===== src/logic/pvc_pkg.sv =====
// pvc_pkg: register codes, field layouts, reset values and the field carrier
package pvc_pkg;

  // ==========================================================
  // command codes (byte addresses of the register bank)
  localparam logic [7:0] CMD_BUS_PROTOCOL_REVISION = 8'h98;
  localparam logic [7:0] CMD_MAKER_IDENTITY        = 8'h99;
  localparam logic [7:0] CMD_PART_IDENTITY         = 8'hAD;
  localparam logic [7:0] CMD_SILICON_REVISION      = 8'hAE;
  localparam logic [7:0] CMD_PHASE1_BALANCE_GAIN   = 8'hD0;
  localparam logic [7:0] CMD_PHASE2_BALANCE_GAIN   = 8'hD1;
  localparam logic [7:0] CMD_PHASE3_BALANCE_GAIN   = 8'hD2;
  localparam logic [7:0] CMD_OVERCURRENT_LIMIT_DLY = 8'hD6;
  localparam logic [7:0] CMD_ONTIME_FACTOR         = 8'hD7;
  localparam logic [7:0] CMD_QUICK_RESPONSE        = 8'hD8;
  localparam logic [7:0] CMD_THERMAL_HYSTERESIS    = 8'hD9;
  localparam logic [7:0] CMD_RESET_FAULT_POLICY    = 8'hDA;
  localparam logic [7:0] CMD_OVERVOLTAGE_BEHAVIOUR = 8'hDB;
  localparam logic [7:0] CMD_VOLTAGE_SLEW_COMP     = 8'hDC;

  // ==========================================================
  // writable bit masks per byte register
  localparam logic [7:0] MASK_BALANCE_GAIN = 8'h07;
  localparam logic [7:0] MASK_OC_LIMIT_DLY = 8'h0F;
  localparam logic [7:0] MASK_ONTIME       = 8'h0F;
  localparam logic [7:0] MASK_QUICK_RESP   = 8'hFE;
  localparam logic [7:0] MASK_HYSTERESIS   = 8'h07;
  localparam logic [7:0] MASK_POLICY       = 8'h03;
  localparam logic [7:0] MASK_OV_BEHAVIOUR = 8'h03;
  localparam logic [7:0] MASK_SLEW_COMP    = 8'h03;

  // ==========================================================
  // reset values
  localparam logic [7:0] RST_PROTOCOL_REVISION = 8'h33;
  localparam logic [7:0] RST_BALANCE_GAIN      = 8'h04;
  localparam logic [7:0] RST_OC_LIMIT_DLY      = 8'h05;
  localparam logic [7:0] RST_ONTIME            = 8'h04;
  localparam logic [7:0] RST_QUICK_RESP        = 8'h00;
  localparam logic [7:0] RST_HYSTERESIS        = 8'h01;
  localparam logic [7:0] RST_POLICY            = 8'h01;
  localparam logic [7:0] RST_OV_BEHAVIOUR      = 8'h00;
  localparam logic [7:0] RST_SLEW_COMP         = 8'h01;

  // ==========================================================
  // field positions
  localparam int FAST_OC_LSB   = 2;
  localparam int SLOW_DLY_LSB  = 0;
  localparam int ADAPTIVE_RESPONSE_THRESHOLD_LSB    = 3;
  localparam int QR_WIDTH_LSB  = 1;
  localparam int RESTART_BIT   = 1;
  localparam int ISOLATE_BIT   = 0;
  localparam int ONTIME_HI_BIT = 3;

  // ==========================================================
  // timing: reset pin must be low longer than this
  localparam int RESET_PIN_NS   = 2000;
  localparam int CLK_PERIOD_NS  = 10;
  // longer than: one more than the whole cycle count
  localparam int RESET_PIN_CYC  = RESET_PIN_NS / CLK_PERIOD_NS + 1;

  // over-voltage styles
  typedef enum logic [1:0] {
    PVC_OV_HIZ     = 2'b00,
    PVC_OV_SOFT    = 2'b01,
    PVC_OV_LOWSIDE = 2'b10,
    PVC_OV_UNDEF   = 2'b11
  } pvc_ov_e;

  // decoded settings handed to the analog loop
  typedef struct packed {
    logic [2:0] phase_one_balance_field;
    logic [2:0] phase_two_balance_field;
    logic [2:0] phase_three_balance_field;
    logic [1:0] fast_overcurrent_trip;
    logic [1:0] slow_overcurrent_delay;
    logic [3:0] ontime_factor_field;
    logic       ontime_high_range;
    logic [4:0] adaptive_response_threshold;
    logic       adaptive_response_enable;
    logic [1:0] response_width_limit;
    logic [2:0] thermal_hysteresis;
    logic       restart_on_reset;
    logic       isolate_faulted_channel;
    pvc_ov_e    overvoltage_behaviour;
    logic [1:0] voltage_slew_compensation;
  } pvc_settings_s;

endpackage : pvc_pkg


===== src/logic/pvc_cfg_byte.sv =====
// pvc_cfg_byte: one masked read/write configuration byte
module pvc_cfg_byte #(
  parameter logic [7:0] RESET_VAL = 8'h00,
  parameter logic [7:0] WR_MASK   = 8'hFF
) (
  input  wire logic       clk,
  input  wire logic       resetn,
  input  wire logic       wr_en,
  input  wire logic [7:0] wr_data,
  output logic      [7:0] value
);

  // ==========================================================
  // storage; reserved bits keep reset value (zero) and ignore writes
  always_ff @(posedge clk or negedge resetn) begin
    if (!resetn) begin
      value <= RESET_VAL & WR_MASK;
    end else if (wr_en) begin
      value <= wr_data & WR_MASK;
    end
  end

endmodule // pvc_cfg_byte


===== src/logic/pvc_config_bank.sv =====
// pvc_config_bank: vendor configuration and identity register bank
module pvc_config_bank #(
  parameter logic [15:0] MAKER_ID   = 16'hA5A5, // arbitrary value
  parameter logic [15:0] PART_ID    = 16'h5A5A, // arbitrary value
  parameter logic [7:0]  SILICON_REV = 8'h03    // arbitrary value
) (
  input  wire logic                    clk,
  input  wire logic                    resetn,
  input  wire logic                    wr_en,
  input  wire logic [7:0]              wr_cmd,
  input  wire logic [7:0]              wr_data,
  input  wire logic [7:0]              rd_cmd,
  output logic      [15:0]             rd_data,
  output logic                         rd_hit,
  input  wire logic                    reset_pin_n,
  output logic                         boot_slew_req,
  output logic                         restart_req,
  input  wire logic                    channel_fault,
  output logic                         shutdown_all,
  output logic                         shutdown_faulted,
  output pvc_pkg::pvc_settings_s       settings
);

  // ==========================================================
  // configuration bytes
  logic [7:0] gain1;
  logic [7:0] gain2;
  logic [7:0] gain3;
  logic [7:0] oc_dly;
  logic [7:0] ontime;
  logic [7:0] qresp;
  logic [7:0] hyst;
  logic [7:0] policy;
  logic [7:0] ovb;
  logic [7:0] slew;

  // write strobes per command
  logic we_g1;
  logic we_g2;
  logic we_g3;
  logic we_oc;
  logic we_on;
  logic we_qr;
  logic we_hy;
  logic we_po;
  logic we_ov;
  logic we_sl;

  assign we_g1 = wr_en && wr_cmd == pvc_pkg::CMD_PHASE1_BALANCE_GAIN;
  assign we_g2 = wr_en && wr_cmd == pvc_pkg::CMD_PHASE2_BALANCE_GAIN;
  assign we_g3 = wr_en && wr_cmd == pvc_pkg::CMD_PHASE3_BALANCE_GAIN;
  assign we_oc = wr_en && wr_cmd == pvc_pkg::CMD_OVERCURRENT_LIMIT_DLY;
  assign we_on = wr_en && wr_cmd == pvc_pkg::CMD_ONTIME_FACTOR;
  assign we_qr = wr_en && wr_cmd == pvc_pkg::CMD_QUICK_RESPONSE;
  assign we_hy = wr_en && wr_cmd == pvc_pkg::CMD_THERMAL_HYSTERESIS;
  assign we_po = wr_en && wr_cmd == pvc_pkg::CMD_RESET_FAULT_POLICY;
  assign we_ov = wr_en && wr_cmd == pvc_pkg::CMD_OVERVOLTAGE_BEHAVIOUR;
  assign we_sl = wr_en && wr_cmd == pvc_pkg::CMD_VOLTAGE_SLEW_COMP;

  // ==========================================================
  // register instances
  pvc_cfg_byte #(.RESET_VAL(pvc_pkg::RST_BALANCE_GAIN),
    .WR_MASK(pvc_pkg::MASK_BALANCE_GAIN)) u_gain1 (
    .clk(clk), .resetn(resetn), .wr_en(we_g1), .wr_data(wr_data),
    .value(gain1));
  pvc_cfg_byte #(.RESET_VAL(pvc_pkg::RST_BALANCE_GAIN),
    .WR_MASK(pvc_pkg::MASK_BALANCE_GAIN)) u_gain2 (
    .clk(clk), .resetn(resetn), .wr_en(we_g2), .wr_data(wr_data),
    .value(gain2));
  pvc_cfg_byte #(.RESET_VAL(pvc_pkg::RST_BALANCE_GAIN),
    .WR_MASK(pvc_pkg::MASK_BALANCE_GAIN)) u_gain3 (
    .clk(clk), .resetn(resetn), .wr_en(we_g3), .wr_data(wr_data),
    .value(gain3));
  pvc_cfg_byte #(.RESET_VAL(pvc_pkg::RST_OC_LIMIT_DLY),
    .WR_MASK(pvc_pkg::MASK_OC_LIMIT_DLY)) u_ocdly (
    .clk(clk), .resetn(resetn), .wr_en(we_oc), .wr_data(wr_data),
    .value(oc_dly));
  pvc_cfg_byte #(.RESET_VAL(pvc_pkg::RST_ONTIME),
    .WR_MASK(pvc_pkg::MASK_ONTIME)) u_ontime (
    .clk(clk), .resetn(resetn), .wr_en(we_on), .wr_data(wr_data),
    .value(ontime));
  pvc_cfg_byte #(.RESET_VAL(pvc_pkg::RST_QUICK_RESP),
    .WR_MASK(pvc_pkg::MASK_QUICK_RESP)) u_qresp (
    .clk(clk), .resetn(resetn), .wr_en(we_qr), .wr_data(wr_data),
    .value(qresp));
  pvc_cfg_byte #(.RESET_VAL(pvc_pkg::RST_HYSTERESIS),
    .WR_MASK(pvc_pkg::MASK_HYSTERESIS)) u_hyst (
    .clk(clk), .resetn(resetn), .wr_en(we_hy), .wr_data(wr_data),
    .value(hyst));
  pvc_cfg_byte #(.RESET_VAL(pvc_pkg::RST_POLICY),
    .WR_MASK(pvc_pkg::MASK_POLICY)) u_policy (
    .clk(clk), .resetn(resetn), .wr_en(we_po), .wr_data(wr_data),
    .value(policy));
  pvc_cfg_byte #(.RESET_VAL(pvc_pkg::RST_OV_BEHAVIOUR),
    .WR_MASK(pvc_pkg::MASK_OV_BEHAVIOUR)) u_ovb (
    .clk(clk), .resetn(resetn), .wr_en(we_ov), .wr_data(wr_data),
    .value(ovb));
  pvc_cfg_byte #(.RESET_VAL(pvc_pkg::RST_SLEW_COMP),
    .WR_MASK(pvc_pkg::MASK_SLEW_COMP)) u_slew (
    .clk(clk), .resetn(resetn), .wr_en(we_sl), .wr_data(wr_data),
    .value(slew));

  // ==========================================================
  // read decode, registered one cycle after rd_cmd
  logic [15:0] next_rd_data;
  logic        next_rd_hit;

  always_comb begin
    next_rd_data = 16'h0000;
    next_rd_hit  = 1'b1;
    case (rd_cmd)
      pvc_pkg::CMD_BUS_PROTOCOL_REVISION:
        next_rd_data = {8'h00, pvc_pkg::RST_PROTOCOL_REVISION};
      pvc_pkg::CMD_MAKER_IDENTITY:   next_rd_data = MAKER_ID;
      pvc_pkg::CMD_PART_IDENTITY:    next_rd_data = PART_ID;
      pvc_pkg::CMD_SILICON_REVISION:
        next_rd_data = {8'h00, SILICON_REV};
      pvc_pkg::CMD_PHASE1_BALANCE_GAIN:   next_rd_data = {8'h00, gain1};
      pvc_pkg::CMD_PHASE2_BALANCE_GAIN:   next_rd_data = {8'h00, gain2};
      pvc_pkg::CMD_PHASE3_BALANCE_GAIN:   next_rd_data = {8'h00, gain3};
      pvc_pkg::CMD_OVERCURRENT_LIMIT_DLY: next_rd_data = {8'h00, oc_dly};
      pvc_pkg::CMD_ONTIME_FACTOR:         next_rd_data = {8'h00, ontime};
      pvc_pkg::CMD_QUICK_RESPONSE:        next_rd_data = {8'h00, qresp};
      pvc_pkg::CMD_THERMAL_HYSTERESIS:    next_rd_data = {8'h00, hyst};
      pvc_pkg::CMD_RESET_FAULT_POLICY:    next_rd_data = {8'h00, policy};
      pvc_pkg::CMD_OVERVOLTAGE_BEHAVIOUR: next_rd_data = {8'h00, ovb};
      pvc_pkg::CMD_VOLTAGE_SLEW_COMP:     next_rd_data = {8'h00, slew};
      default: next_rd_hit = 1'b0; // unmapped reads zero
    endcase
  end

  // read data flops
  always_ff @(posedge clk or negedge resetn) begin
    if (!resetn) begin
      rd_data <= 16'h0000;
      rd_hit  <= 1'b0;
    end else begin
      rd_data <= next_rd_data;
      rd_hit  <= next_rd_hit;
    end
  end

  // ==========================================================
  // settings carrier to the analog loop
  always_comb begin
    settings = '0;
    settings.phase_one_balance_field   = gain1[2:0];
    settings.phase_two_balance_field   = gain2[2:0];
    settings.phase_three_balance_field = gain3[2:0];
    settings.fast_overcurrent_trip =
      oc_dly[pvc_pkg::FAST_OC_LSB +: 2];
    settings.slow_overcurrent_delay =
      oc_dly[pvc_pkg::SLOW_DLY_LSB +: 2];
    settings.ontime_factor_field = ontime[3:0];
    settings.ontime_high_range = ontime[pvc_pkg::ONTIME_HI_BIT];
    settings.adaptive_response_threshold =
      qresp[pvc_pkg::ADAPTIVE_RESPONSE_THRESHOLD_LSB +: 5];
    settings.adaptive_response_enable =
      |qresp[pvc_pkg::ADAPTIVE_RESPONSE_THRESHOLD_LSB +: 5];
    settings.response_width_limit =
      qresp[pvc_pkg::QR_WIDTH_LSB +: 2];
    settings.thermal_hysteresis = hyst[2:0];
    settings.restart_on_reset = policy[pvc_pkg::RESTART_BIT];
    settings.isolate_faulted_channel =
      policy[pvc_pkg::ISOLATE_BIT];
    settings.overvoltage_behaviour = pvc_pkg::pvc_ov_e'(ovb[1:0]);
    settings.voltage_slew_compensation = slew[1:0];
  end

  // ==========================================================
  // reset pin low-time counter, saturates past the threshold
  localparam int CW = $clog2(pvc_pkg::RESET_PIN_CYC + 1);
  localparam logic [CW-1:0] HOLD_CYC = CW'(pvc_pkg::RESET_PIN_CYC);
  logic [CW-1:0] low_cnt;
  logic          reset_long;

  always_ff @(posedge clk or negedge resetn) begin
    if (!resetn) begin
      low_cnt <= '0;
    end else if (reset_pin_n) begin
      low_cnt <= '0;
    end else if (low_cnt != HOLD_CYC) begin
      low_cnt <= low_cnt + CW'(1);
    end
  end

  assign reset_long = (low_cnt == HOLD_CYC);

  // one-cycle action when the low time first passes 2us
  logic reset_long_d;
  always_ff @(posedge clk or negedge resetn) begin
    if (!resetn) begin
      reset_long_d  <= 1'b0;
      boot_slew_req <= 1'b0;
      restart_req   <= 1'b0;
    end else begin
      reset_long_d  <= reset_long;
      boot_slew_req <= reset_long && !reset_long_d &&
                       !policy[pvc_pkg::RESTART_BIT];
      restart_req   <= reset_long && !reset_long_d &&
                       policy[pvc_pkg::RESTART_BIT];
    end
  end

  // fault isolation policy, registered
  always_ff @(posedge clk or negedge resetn) begin
    if (!resetn) begin
      shutdown_all     <= 1'b0;
      shutdown_faulted <= 1'b0;
    end else begin
      shutdown_all     <= channel_fault &&
                          !policy[pvc_pkg::ISOLATE_BIT];
      shutdown_faulted <= channel_fault &&
                          policy[pvc_pkg::ISOLATE_BIT];
    end
  end

  // ==========================================================
  // checks
  chk_maker_ident: assert property (
    @(posedge clk) disable iff (!resetn)
    rd_cmd == pvc_pkg::CMD_MAKER_IDENTITY |=> rd_data == MAKER_ID)
    else $error("maker identity read wrong");
  chk_part_ident: assert property (
    @(posedge clk) disable iff (!resetn)
    rd_cmd == pvc_pkg::CMD_PART_IDENTITY |=> rd_data == PART_ID)
    else $error("part identity read wrong");
  chk_silicon_rev: assert property (
    @(posedge clk) disable iff (!resetn)
    rd_cmd == pvc_pkg::CMD_SILICON_REVISION
    |=> rd_data == {8'h00, SILICON_REV})
    else $error("silicon revision read wrong");
  chk_gain_write: assert property (
    @(posedge clk) disable iff (!resetn)
    we_g1 |=> settings.phase_one_balance_field == $past(wr_data[2:0]))
    else $error("balance gain not written");
  chk_gain3_write: assert property (
    @(posedge clk) disable iff (!resetn)
    we_g3 |=> settings.phase_three_balance_field == $past(wr_data[2:0]))
    else $error("third balance gain not written");
  chk_fast_oc: assert property (
    @(posedge clk) disable iff (!resetn)
    we_oc |=> settings.fast_overcurrent_trip == $past(wr_data[3:2]))
    else $error("fast trip field wrong");
  chk_slow_dly: assert property (
    @(posedge clk) disable iff (!resetn)
    we_oc |=> settings.slow_overcurrent_delay == $past(wr_data[1:0]))
    else $error("slow delay field wrong");
  chk_ontime_range: assert property (
    @(posedge clk) disable iff (!resetn)
    settings.ontime_high_range == (ontime[3:0] >= 4'h8))
    else $error("on-time range wrong");
  chk_ontime_rsv: assert property (
    @(posedge clk) disable iff (!resetn)
    we_on |=> ontime[7:4] == 4'h0)
    else $error("on-time reserved bits set");
  chk_aqr_enable: assert property (
    @(posedge clk) disable iff (!resetn)
    we_qr && wr_data[7:3] == 5'h00
    |=> !settings.adaptive_response_enable)
    else $error("quick response not disabled");
  chk_qr_width: assert property (
    @(posedge clk) disable iff (!resetn)
    we_qr |=> settings.response_width_limit == $past(wr_data[2:1])
    && qresp[0] == 1'b0)
    else $error("width limit wrong");
  chk_hyst_write: assert property (
    @(posedge clk) disable iff (!resetn)
    we_hy |=> hyst == {5'h00, $past(wr_data[2:0])})
    else $error("hysteresis wrong");
  chk_reset_pin: assert property (
    @(posedge clk) disable iff (!resetn)
    $fell(reset_pin_n) && !we_po ##1 (!reset_pin_n)[*8]
    |-> !boot_slew_req && !restart_req)
    else $error("reset action too early");
  chk_pin_high_quiet: assert property (
    @(posedge clk) disable iff (!resetn)
    reset_pin_n && $past(reset_pin_n)
    |=> !boot_slew_req && !restart_req)
    else $error("reset action with pin high");
  chk_pulse_single: assert property (
    @(posedge clk) disable iff (!resetn)
    boot_slew_req || restart_req |=> !boot_slew_req && !restart_req)
    else $error("reset action repeated");
  chk_fault_policy: assert property (
    @(posedge clk) disable iff (!resetn)
    channel_fault |=> shutdown_all != shutdown_faulted)
    else $error("fault shutdown not unique");
  chk_fault_clear: assert property (
    @(posedge clk) disable iff (!resetn)
    !channel_fault |=> !shutdown_all && !shutdown_faulted)
    else $error("shutdown without fault");
  chk_policy_write: assert property (
    @(posedge clk) disable iff (!resetn)
    we_po |=> policy == {6'h00, $past(wr_data[1:0])})
    else $error("policy byte wrong");
  chk_ov_style: assert property (
    @(posedge clk) disable iff (!resetn)
    we_ov |=> settings.overvoltage_behaviour == $past(wr_data[1:0]))
    else $error("ov style wrong");
  chk_slew_comp: assert property (
    @(posedge clk) disable iff (!resetn)
    we_sl |=> slew == {6'h00, $past(wr_data[1:0])})
    else $error("slew comp wrong");
  chk_unmapped_read: assert property (
    @(posedge clk) disable iff (!resetn)
    rd_cmd == 8'h00 |=> rd_data == 16'h0000 && !rd_hit)
    else $error("unmapped read not zero");
  chk_reserved_zero: assert property (
    @(posedge clk) disable iff (!resetn)
    we_g2 |=> gain2[7:3] == 5'h00 && $stable(gain1))
    else $error("reserved bits written");

endmodule // pvc_config_bank


===== config.mk =====
export PLATFORM = sky130hd
export DESIGN_NAME = pvc_config_bank
export DESIGN_NICKNAME = d
export VERILOG_FILES = /design/src/logic/pvc_pkg.sv /design/src/logic/pvc_cfg_byte.sv /design/src/logic/pvc_config_bank.sv
export SDC_FILE = /design/constraint.sdc
export NUM_CORES = 1
export LEC_CHECK = 0
export ABC_AREA = 1
export BUFFER_PORTS_ARGS = -buffer_cell sky130_fd_sc_hd__buf_2
export CAP_MARGIN = 20
export CORE_ASPECT_RATIO = 0.8
export CORE_MARGIN = 10
export CORE_UTILIZATION = 49
export DETAILED_ROUTE_END_ITERATION = 8
export PLACE_DENSITY = 0.87
export SLEW_MARGIN = 25
export SYNTH_ARGS = -nofsm -noshare
export SYNTH_HDL_FRONTEND = slang
export SYNTH_HIERARCHICAL = 1
export SYNTH_SLANG_ARGS = --single-unit

===== constraint.sdc =====
create_clock -name clk -period 1.2 [get_ports clk]
set_input_delay 0.12 -clock clk [delete_from_list [all_inputs] [get_ports clk]]
set_output_delay 0.12 -clock clk [all_outputs]
set_load 0.01 [all_outputs]

==> flow_metrics.tcl, run 1 <==
set metrics [dict create \
    layoutNonFillerInstCount 735 \
    netSwitchingPower_w 0.00123 \
    fin_tns_setup_ns -0.687 \
    cell_count_after_synthesis 527 \
    synth_warnings 6 \
    timing.setup.critical_path_class "register to register" \
    power.ir.vdd_worst_uv 847 \
    core_area_um2 7360 \
    dp_hpwl_mm 7.80 \
    max-cap-violations 0 \
    hold_violations 0 \
    die_w_um 117 \
    groute.usage.overall 0.184 \
    p_sw_frac 0.249 \
    route.top_layer_used "met4" \
    worst_hold_path_type "input pin to register" \
    layout_min_cycle_time_ns 1.36 \
    detail_route.first_pass.iterations 6 \
    die_area_um2 11400 \
    drt-total-wl_mm 10.4 \
    grt_start_max_net_pins 42 \
    routedWlPerCell_um 14.2 \
    final_report_max_slew_violation_count 0 \
    post_synth.cell_area_avg_um2 6.98 \
    failed_checks "setup timing" \
    count_of_standard_cell_rows 28 \
    clock_insertion_delay_worst_skew_ns 0.35 \
    finish.net_count 671 \
    top_cell_type_by_total_area_after_synthesis "sky130_fd_sc_hd__dfrtp_1" \
    outcome "complete, but fails checks" \
    synth_fa_ha_area_frac 0.00681 \
    initial_core_util 0.500 \
    crit_path_end_kind "register" \
    final_layout_size_suffix_gt1_frac 0.290 \
    compound_gate_fraction_of_synth_area 0.0160 \
    critPathMaxFanout 3 \
    cts_buffers 9 \
    clock_tree_from_tritoncts "built" \
    chipHeight_um 97.5 \
    grt_pass1_vias 3590 \
    p_int_w 0.00372 \
    dr_wl_met2_mm 5.37 \
    yosys.area_share.simple 0.401 \
    num_vias 3597 \
    root_buffer "sky130_fd_sc_hd__clkbuf_8" \
    pwr-share-comb 0.114 \
    netlist_cell_types 26 \
    grt_setup_unrepaired "true" \
    synth.top_cell.area_share 0.327 \
    grt_pass1_wl_mm 17.0 \
    synthMuxAreaShare 0 \
    grt_antenna_before_repair 0 \
    antenna_cells 0 \
    pwr-share-seq 0.418 \
    setup_ws_ns -0.160 \
    synthXorXnorAreaFrac 0.00476 \
    most_common_cell_after_layout_fill_and_taps_aside "sky130_fd_sc_hd__nand2_1" \
    port_buffer_count 84 \
    achievable-frequency_mhz 735 \
    h-tree-depth 3 \
    syn_area_um2 3680 \
    flow.area_growth_from_synthesis_pct 24.9 \
    grt_overflow 0 \
    crit_required_ns 1.48 \
    final_count_of_negative_setup_slack_endpoints 7 \
    post-route-period-util 1.13 \
    fin_skew_ns 0.00605 \
    clk_path_buf_depth 2 \
    main_combinational_cell_family_by_area_after_synthesis "simple AND/OR/NAND/NOR gates" \
    top_level_ports 85 \
    met3RoutedLength_um 858 \
    m1WireLength_mm 4.08 \
    ys_seq_area_frac 0.391 \
    detail_route.iter0.violations 179 \
    yosys_register_bits 57 \
    drc 0 \
    place.gp.congestion 0.869 \
    clock_sinks 57 \
    worst-endpoint-arrival_ns 1.64 \
    pwr_density_cell_nw_per_um2 1080 \
    power_leakage_nw 2.70 \
    cp-start-kind "register" \
    vias_per_cell 4.89 \
    power.clock.fraction 0.468 \
    path_clk_slew_ns 0.07 \
    most-common-layout-cells "sky130_fd_sc_hd__nand2_1 (167), sky130_fd_sc_hd__nand3_1 (90), sky130_fd_sc_hd__buf_2 (84)" \
    synth_area_leaders "sky130_fd_sc_hd__dfrtp_1 (33%), sky130_fd_sc_hd__nand2_1 (17%), sky130_fd_sc_hd__nand3_1 (13%), sky130_fd_sc_hd__buf_4 (12%), sky130_fd_sc_hd__dfstp_2 (6.4%)" \
    place_inst 706 \
    final_antenna_net_count 0 \
]
==> cells in the mapped netlist, drive strengths merged <==
| master | n |
|---|---|
| nand3 | 92 |
| conb | 10 |
| buf | 63 |
| nor2 | 60 |
| o21ai | 6 |
| nand4 | 3 |
| nor3 | 9 |
| a31oi | 1 |
| a21oi | 3 |
| inv | 42 |
| xor2 | 2 |
| ha | 2 |
| dfrtp | 48 |
| nor4 | 1 |
| or2 | 2 |
| nand2 | 173 |
| o211ai | 1 |
| dfstp | 9 |
==> cell families after synthesis <==
logic type	Yosys count
simple gates	340
buf+inv	105
flops	57
compound gates	11
other cells	10
xor+xnor	2
fa+ha+maj	2
==> worst max-delay path, stage by stage (launching register included) <==
cell and delay (ns):
sky130_fd_sc_hd__dfrtp_1 0.40, sky130_fd_sc_hd__inv_2 0.09, sky130_fd_sc_hd__ha_4 0.13, sky130_fd_sc_hd__nand3_4 0.08, sky130_fd_sc_hd__nor3_4 0.17, sky130_fd_sc_hd__inv_2 0.08, sky130_fd_sc_hd__or2_1 0.23, sky130_fd_sc_hd__nor2_1 0.11
==> through the flow <==
stage	power [W]	cell area, um^2	utilization	worst slack, ns	hold slack (ns)
6_report	0.00495	4590	0.624	-0.160	0.0155
5_1_grt	0.00511	4590	0.624	-0.258	0.0412
4_1_cts	0.00495	4560	0.620	-0.103	0.0111
3_5_place_dp	0.00259	4160	0.565	-0.184	0.0148
3_3_place_gp	0.00257	4160	0.565	-0.0727	0.0135
2_1_floorplan	0.00242	3820	-	-0.0604	-0.176
==> final cells by class <==
cell class	count	area [um^2]
fillers	653	2770
clock inverters	4	98.8
clock buffers	12	155
repair buffers	128	810
inverters	42	158
multi-input cells	402	1820
flip-flops and latches	57	1440
well taps	90	113
==> power groups by stage <==
stage	sequential [W]	combinational [W]	clock, W
final	0.00207	0.000562	0.00232
after global routing	0.00207	0.000630	0.00241
after CTS	0.00206	0.000546	0.00234
after detailed placement	0.00210	0.000496	0
after global placement	0.00210	0.000475	0
after floorplan	0.00212	0.000307	0
==> per-layer routing <==
layer,vias to the layer above,track usage
met3,14,0.0654
met2,125,0.324
met5,-,0
li1,1782,-
met4,0,0.0512
met1,1676,0.202
==> registers in the layout, indices dropped and copies added, names as in the netlist, 2 cells and up <==
name,flops
low_cnt,8
rd_data,10
u_gain1/value,3
u_gain2/value,3
u_gain3/value,3
u_hyst/value,3
u_ocdly/value,4
u_ontime/value,4
u_ovb/value,2
u_policy/value,2
u_qresp/value,7
u_slew/value,2
==> worst paths after layout <==
check,slack [ns],cells after the start,from,to
min in group asynchronous,0.18,2,resetn,u_gain1/value[1]
max,-0.16,7,low_cnt[1],restart_req
max in group asynchronous,0.48,3,resetn,u_ontime/value[2]
min reg2reg,0.47,2,u_gain1/value[2],u_gain1/value[2]
max reg2reg,-0.16,7,low_cnt[1],restart_req
min,0.02,3,wr_data[3],u_ontime/value[3]
==> repair_timing <==
action                                  4_1_cts  5_1_grt
pin swaps                                     0        2
endpoints found under the setup margin        8       12
gates resized for setup                      10       11
endpoints found under the hold margin        58        0
buffers inserted                              5        1
hold buffers                                  7        0
No activity file was read; power rests on OpenSTA's default activity.
==> run 2, diff against run 1 <==
--- a/config.mk
+++ b/config.mk
@@ -10,11 +10,11 @@
 export CAP_MARGIN = 20
 export CORE_ASPECT_RATIO = 0.8
 export CORE_MARGIN = 10
-export CORE_UTILIZATION = 49
+export CORE_UTILIZATION = 46
+export CTS_CLUSTER_SIZE = 16
 export DETAILED_ROUTE_END_ITERATION = 8
-export PLACE_DENSITY = 0.87
+export PLACE_DENSITY = 0.86
 export SLEW_MARGIN = 25
 export SYNTH_ARGS = -nofsm -noshare
 export SYNTH_HDL_FRONTEND = slang
-export SYNTH_HIERARCHICAL = 1
 export SYNTH_SLANG_ARGS = --single-unit
==> run 2 against run 1 <==
Effect of this change:
- the flow still finishes with violations (setup timing)
- area after synthesis down 24%
- maximum frequency up 0.13%
- worst setup slack better by 0.0018 ns
- largest cell class is now sequential cells
- first-iteration DRC count rose by 22%
- die area is 16% lower
- critical path type unchanged
- non-clock buffer count fell by 18
- clock-buffer cell count shrank 2
- clock skew grew 0.0024 ns
==> flow_metrics.tcl, run 2 <==
set metrics [dict create \
    outcome "complete, but fails checks" \
    failed_checks "setup timing" \
    routedWlPerCell_um 15.4 \
    place_inst 516 \
    post-synth-top-count-cell "sky130_fd_sc_hd__nand2_1" \
    clk_path_buf_depth 2 \
    grt_antenna_before_repair 0 \
    core_area_um2 5910 \
    groute.usage.overall 0.178 \
    pwr_density_cell_nw_per_um2 1150 \
    clock_insertion_delay_worst_skew_ns 0.33 \
    grt_pass1_vias 2843 \
    max-cap-violations 0 \
    tightestPinTransition_ns 0.349 \
    pwr-share-comb 0.115 \
    final_layout_size_suffix_gt1_frac 0.348 \
    setup_ws_ns -0.158 \
    die_area_um2 9610 \
    vias_per_cell 5.12 \
    synth.top_cell.area_share 0.430 \
    cts_buffers 9 \
    drt-total-wl_mm 8.36 \
    h-tree-depth 3 \
    p_sw_frac 0.258 \
    timing.setup.critical_path_class "register to register" \
    top_level_ports 85 \
    chipHeight_um 89.7 \
    ys_seq_area_frac 0.515 \
    placedInstanceArea_um2 3380 \
    synth_edf_count 0 \
    slew_headroom 0.767 \
    critPathMaxFanout 3 \
    p_int_w 0.00320 \
    fin_area_um2 3730 \
    crit_path_end_kind "register" \
    clock_tree_from_tritoncts "built" \
    postSynthNetCount 377 \
    fin_tns_setup_ns -0.591 \
    final_count_of_negative_setup_slack_endpoints 7 \
    layoutNonFillerInstCount 543 \
    fin_skew_ns 0.00848 \
    netlist_cell_types 24 \
    initial_core_util 0.473 \
    layout_top_registers "rd_data x10, low_cnt x8, u_qresp.value x7" \
    netSwitchingPower_w 0.00111 \
    regArea_um2 1440 \
    nFillCells 514 \
    post-route-period-util 1.13 \
    most-common-layout-cells "sky130_fd_sc_hd__nand2_1 (93), sky130_fd_sc_hd__buf_2 (84), sky130_fd_sc_hd__dfrtp_1 (47)" \
    grt_overflow 0 \
    path_clk_slew_ns 0.07 \
    most_common_cell_after_layout_fill_and_taps_aside "sky130_fd_sc_hd__nand2_1" \
    root_buffer "sky130_fd_sc_hd__clkbuf_8" \
    clock_sinks 57 \
    final_report_max_slew_violation_count 0 \
    detail_route.first_pass.iterations 4 \
    cp-start-kind "register" \
    multi_input_comb_area_um2 1200 \
    yosys_register_bits 57 \
    grt_setup_unrepaired "true" \
    dominantRegCellSynth "sky130_fd_sc_hd__dfrtp_1" \
    worst_hold_path_type "input pin to register" \
    detail_route.iter0.violations 219 \
    grt_start_max_net_pins 58 \
    place.gp.congestion 0.939 \
    syn_area_um2 2790 \
    async_flop_share 1.00 \
    die_w_um 107 \
    dp_hpwl_mm 6.24 \
    achievable-frequency_mhz 736 \
    top_cell_type_by_total_area_after_synthesis "sky130_fd_sc_hd__dfrtp_1" \
    cell_count_after_synthesis 346 \
    power.ir.vdd_worst_uv 936 \
    synth_area_leaders "sky130_fd_sc_hd__dfrtp_1 (43%), sky130_fd_sc_hd__nand2_1 (13%), sky130_fd_sc_hd__dfstp_2 (8.5%), sky130_fd_sc_hd__nand3_1 (7.0%), sky130_fd_sc_hd__o21ai_0 (5.4%)" \
    num_vias 2779 \
    synth_warnings 0 \
    largest_register_ffs 10 \
    layout_min_cycle_time_ns 1.36 \
    grt_pass1_wl_mm 14.0 \
    power.clock.fraction 0.405 \
    max_flop_register "rd_data" \
    post_synth_most_frequent_cells "sky130_fd_sc_hd__nand2_1 (96), sky130_fd_sc_hd__dfrtp_1 (48), sky130_fd_sc_hd__nand3_1 (39)" \
    count_of_standard_cell_rows 25 \
    hold_violations 0 \
    pwr-share-seq 0.479 \
    final_antenna_net_count 0 \
    port_buffer_count 84 \
    antenna_cells 0 \
    worst-endpoint-arrival_ns 1.58 \
    crit_required_ns 1.42 \
    post_synth.cell_area_avg_um2 8.07 \
    finish.net_count 488 \
    power_leakage_nw 2.10 \
    flow.area_growth_from_synthesis_pct 33.6 \
    drc 0 \
]
## run 2: changes by cell type after synthesis, moves of 5 or more
cell,change
sky130_fd_sc_hd__a21oi_1,+5
sky130_fd_sc_hd__buf_4,-51
sky130_fd_sc_hd__conb_1,-10
sky130_fd_sc_hd__inv_1,+6
sky130_fd_sc_hd__inv_2,-10
sky130_fd_sc_hd__nand2_1,-75
sky130_fd_sc_hd__nand3_1,-53
sky130_fd_sc_hd__nor2_1,-11
sky130_fd_sc_hd__nor2_2,-8
sky130_fd_sc_hd__o21ai_0,+24
sky130_fd_sc_hd__o21ai_2,+7
## run 2: cells by family (layout without fill, tap and decap cells)
logic type                 after synthesis  count (layout)  share of synthesized area
and+or+nand+nor                        190             190                      0.297
xor gates and xnor gates                 2               2                    0.00627
AOI/OAI and AO/OA                       47              47                     0.0958
adders and majority gates                2               2                    0.00896
buffers and inverters                   48             164                     0.0775
DFF                                     57              57                      0.515
## run 2: stage by stage
step / hold slack [ns] / worst slack, ns / util / power, W
6_report: 0.0266 / -0.158 / 0.631 / 0.00431
3_3_place_gp: 0.140 / -0.0937 / 0.572 / 0.00252
2_1_floorplan: -0.176 / -0.0761 / - / 0.00228
3_5_place_dp: 0.145 / -0.189 / 0.572 / 0.00255
5_1_grt: 0.0241 / -0.204 / 0.631 / 0.00451
4_1_cts: 0.00428 / -0.145 / 0.624 / 0.00434
## run 2: final cells by class
| class | instances | area share |
|---|---|---|
| Clock buffer | 10 | 0.0369 |
| Timing Repair Buffer | 110 | 0.175 |
| Inverter | 38 | 0.0382 |
| Multi-Input combinational cell | 241 | 0.322 |
| Sequential cell | 57 | 0.386 |
| Clock inverter | 6 | 0.0154 |
| Tap cell | 81 | 0.0272 |
## run 2: power by group through the flow
stage          registers, W  clock network, W  logic [W]
3_3_place_gp        0.00209                 0   0.000431
2_1_floorplan       0.00211                 0   0.000168
4_1_cts             0.00206           0.00179   0.000491
6_report            0.00207           0.00175   0.000497
3_5_place_dp        0.00210                 0   0.000452
5_1_grt             0.00207           0.00189   0.000555
## run 2: final timing paths
path,start,endpoint,slack [ns],cells after the start
max in group asynchronous,resetn,u_gain2.value[2],0.57,3
min reg2reg,reset_long_d,boot_slew_req,0.50,2
max,low_cnt[5],low_cnt[0],-0.16,5
min in group asynchronous,resetn,u_hyst.value[2],0.31,3
min,wr_data[6],u_qresp.value[6],0.03,3
max reg2reg,low_cnt[5],low_cnt[0],-0.16,5
## run 2: repair_timing
item / 4_1_cts / 5_1_grt
buffers inserted: 6 / 3
hold buffers: 2 / 0
endpoints found under the setup margin: 8 / 10
pin swaps: 3 / 3
resized for setup: 12 / 7
endpoints found under the hold margin: 49 / 0
## run 2: critical path, cell delays in order (launching register included)
cell                      delay (ns)
sky130_fd_sc_hd__dfrtp_1        0.38
sky130_fd_sc_hd__or2_1          0.26
sky130_fd_sc_hd__nor3_4         0.23
sky130_fd_sc_hd__buf_6          0.14
sky130_fd_sc_hd__xor2_1         0.17
sky130_fd_sc_hd__nor2_1         0.07
## run 2: routing by layer
layer  wire length (um)  vias up  global-route usage
met5                  0        -                   0
met1               3640     1304               0.221
met2               3950      125               0.288
li1                   -     1338                   -
met3                612       12              0.0499
met4                161        0              0.0619
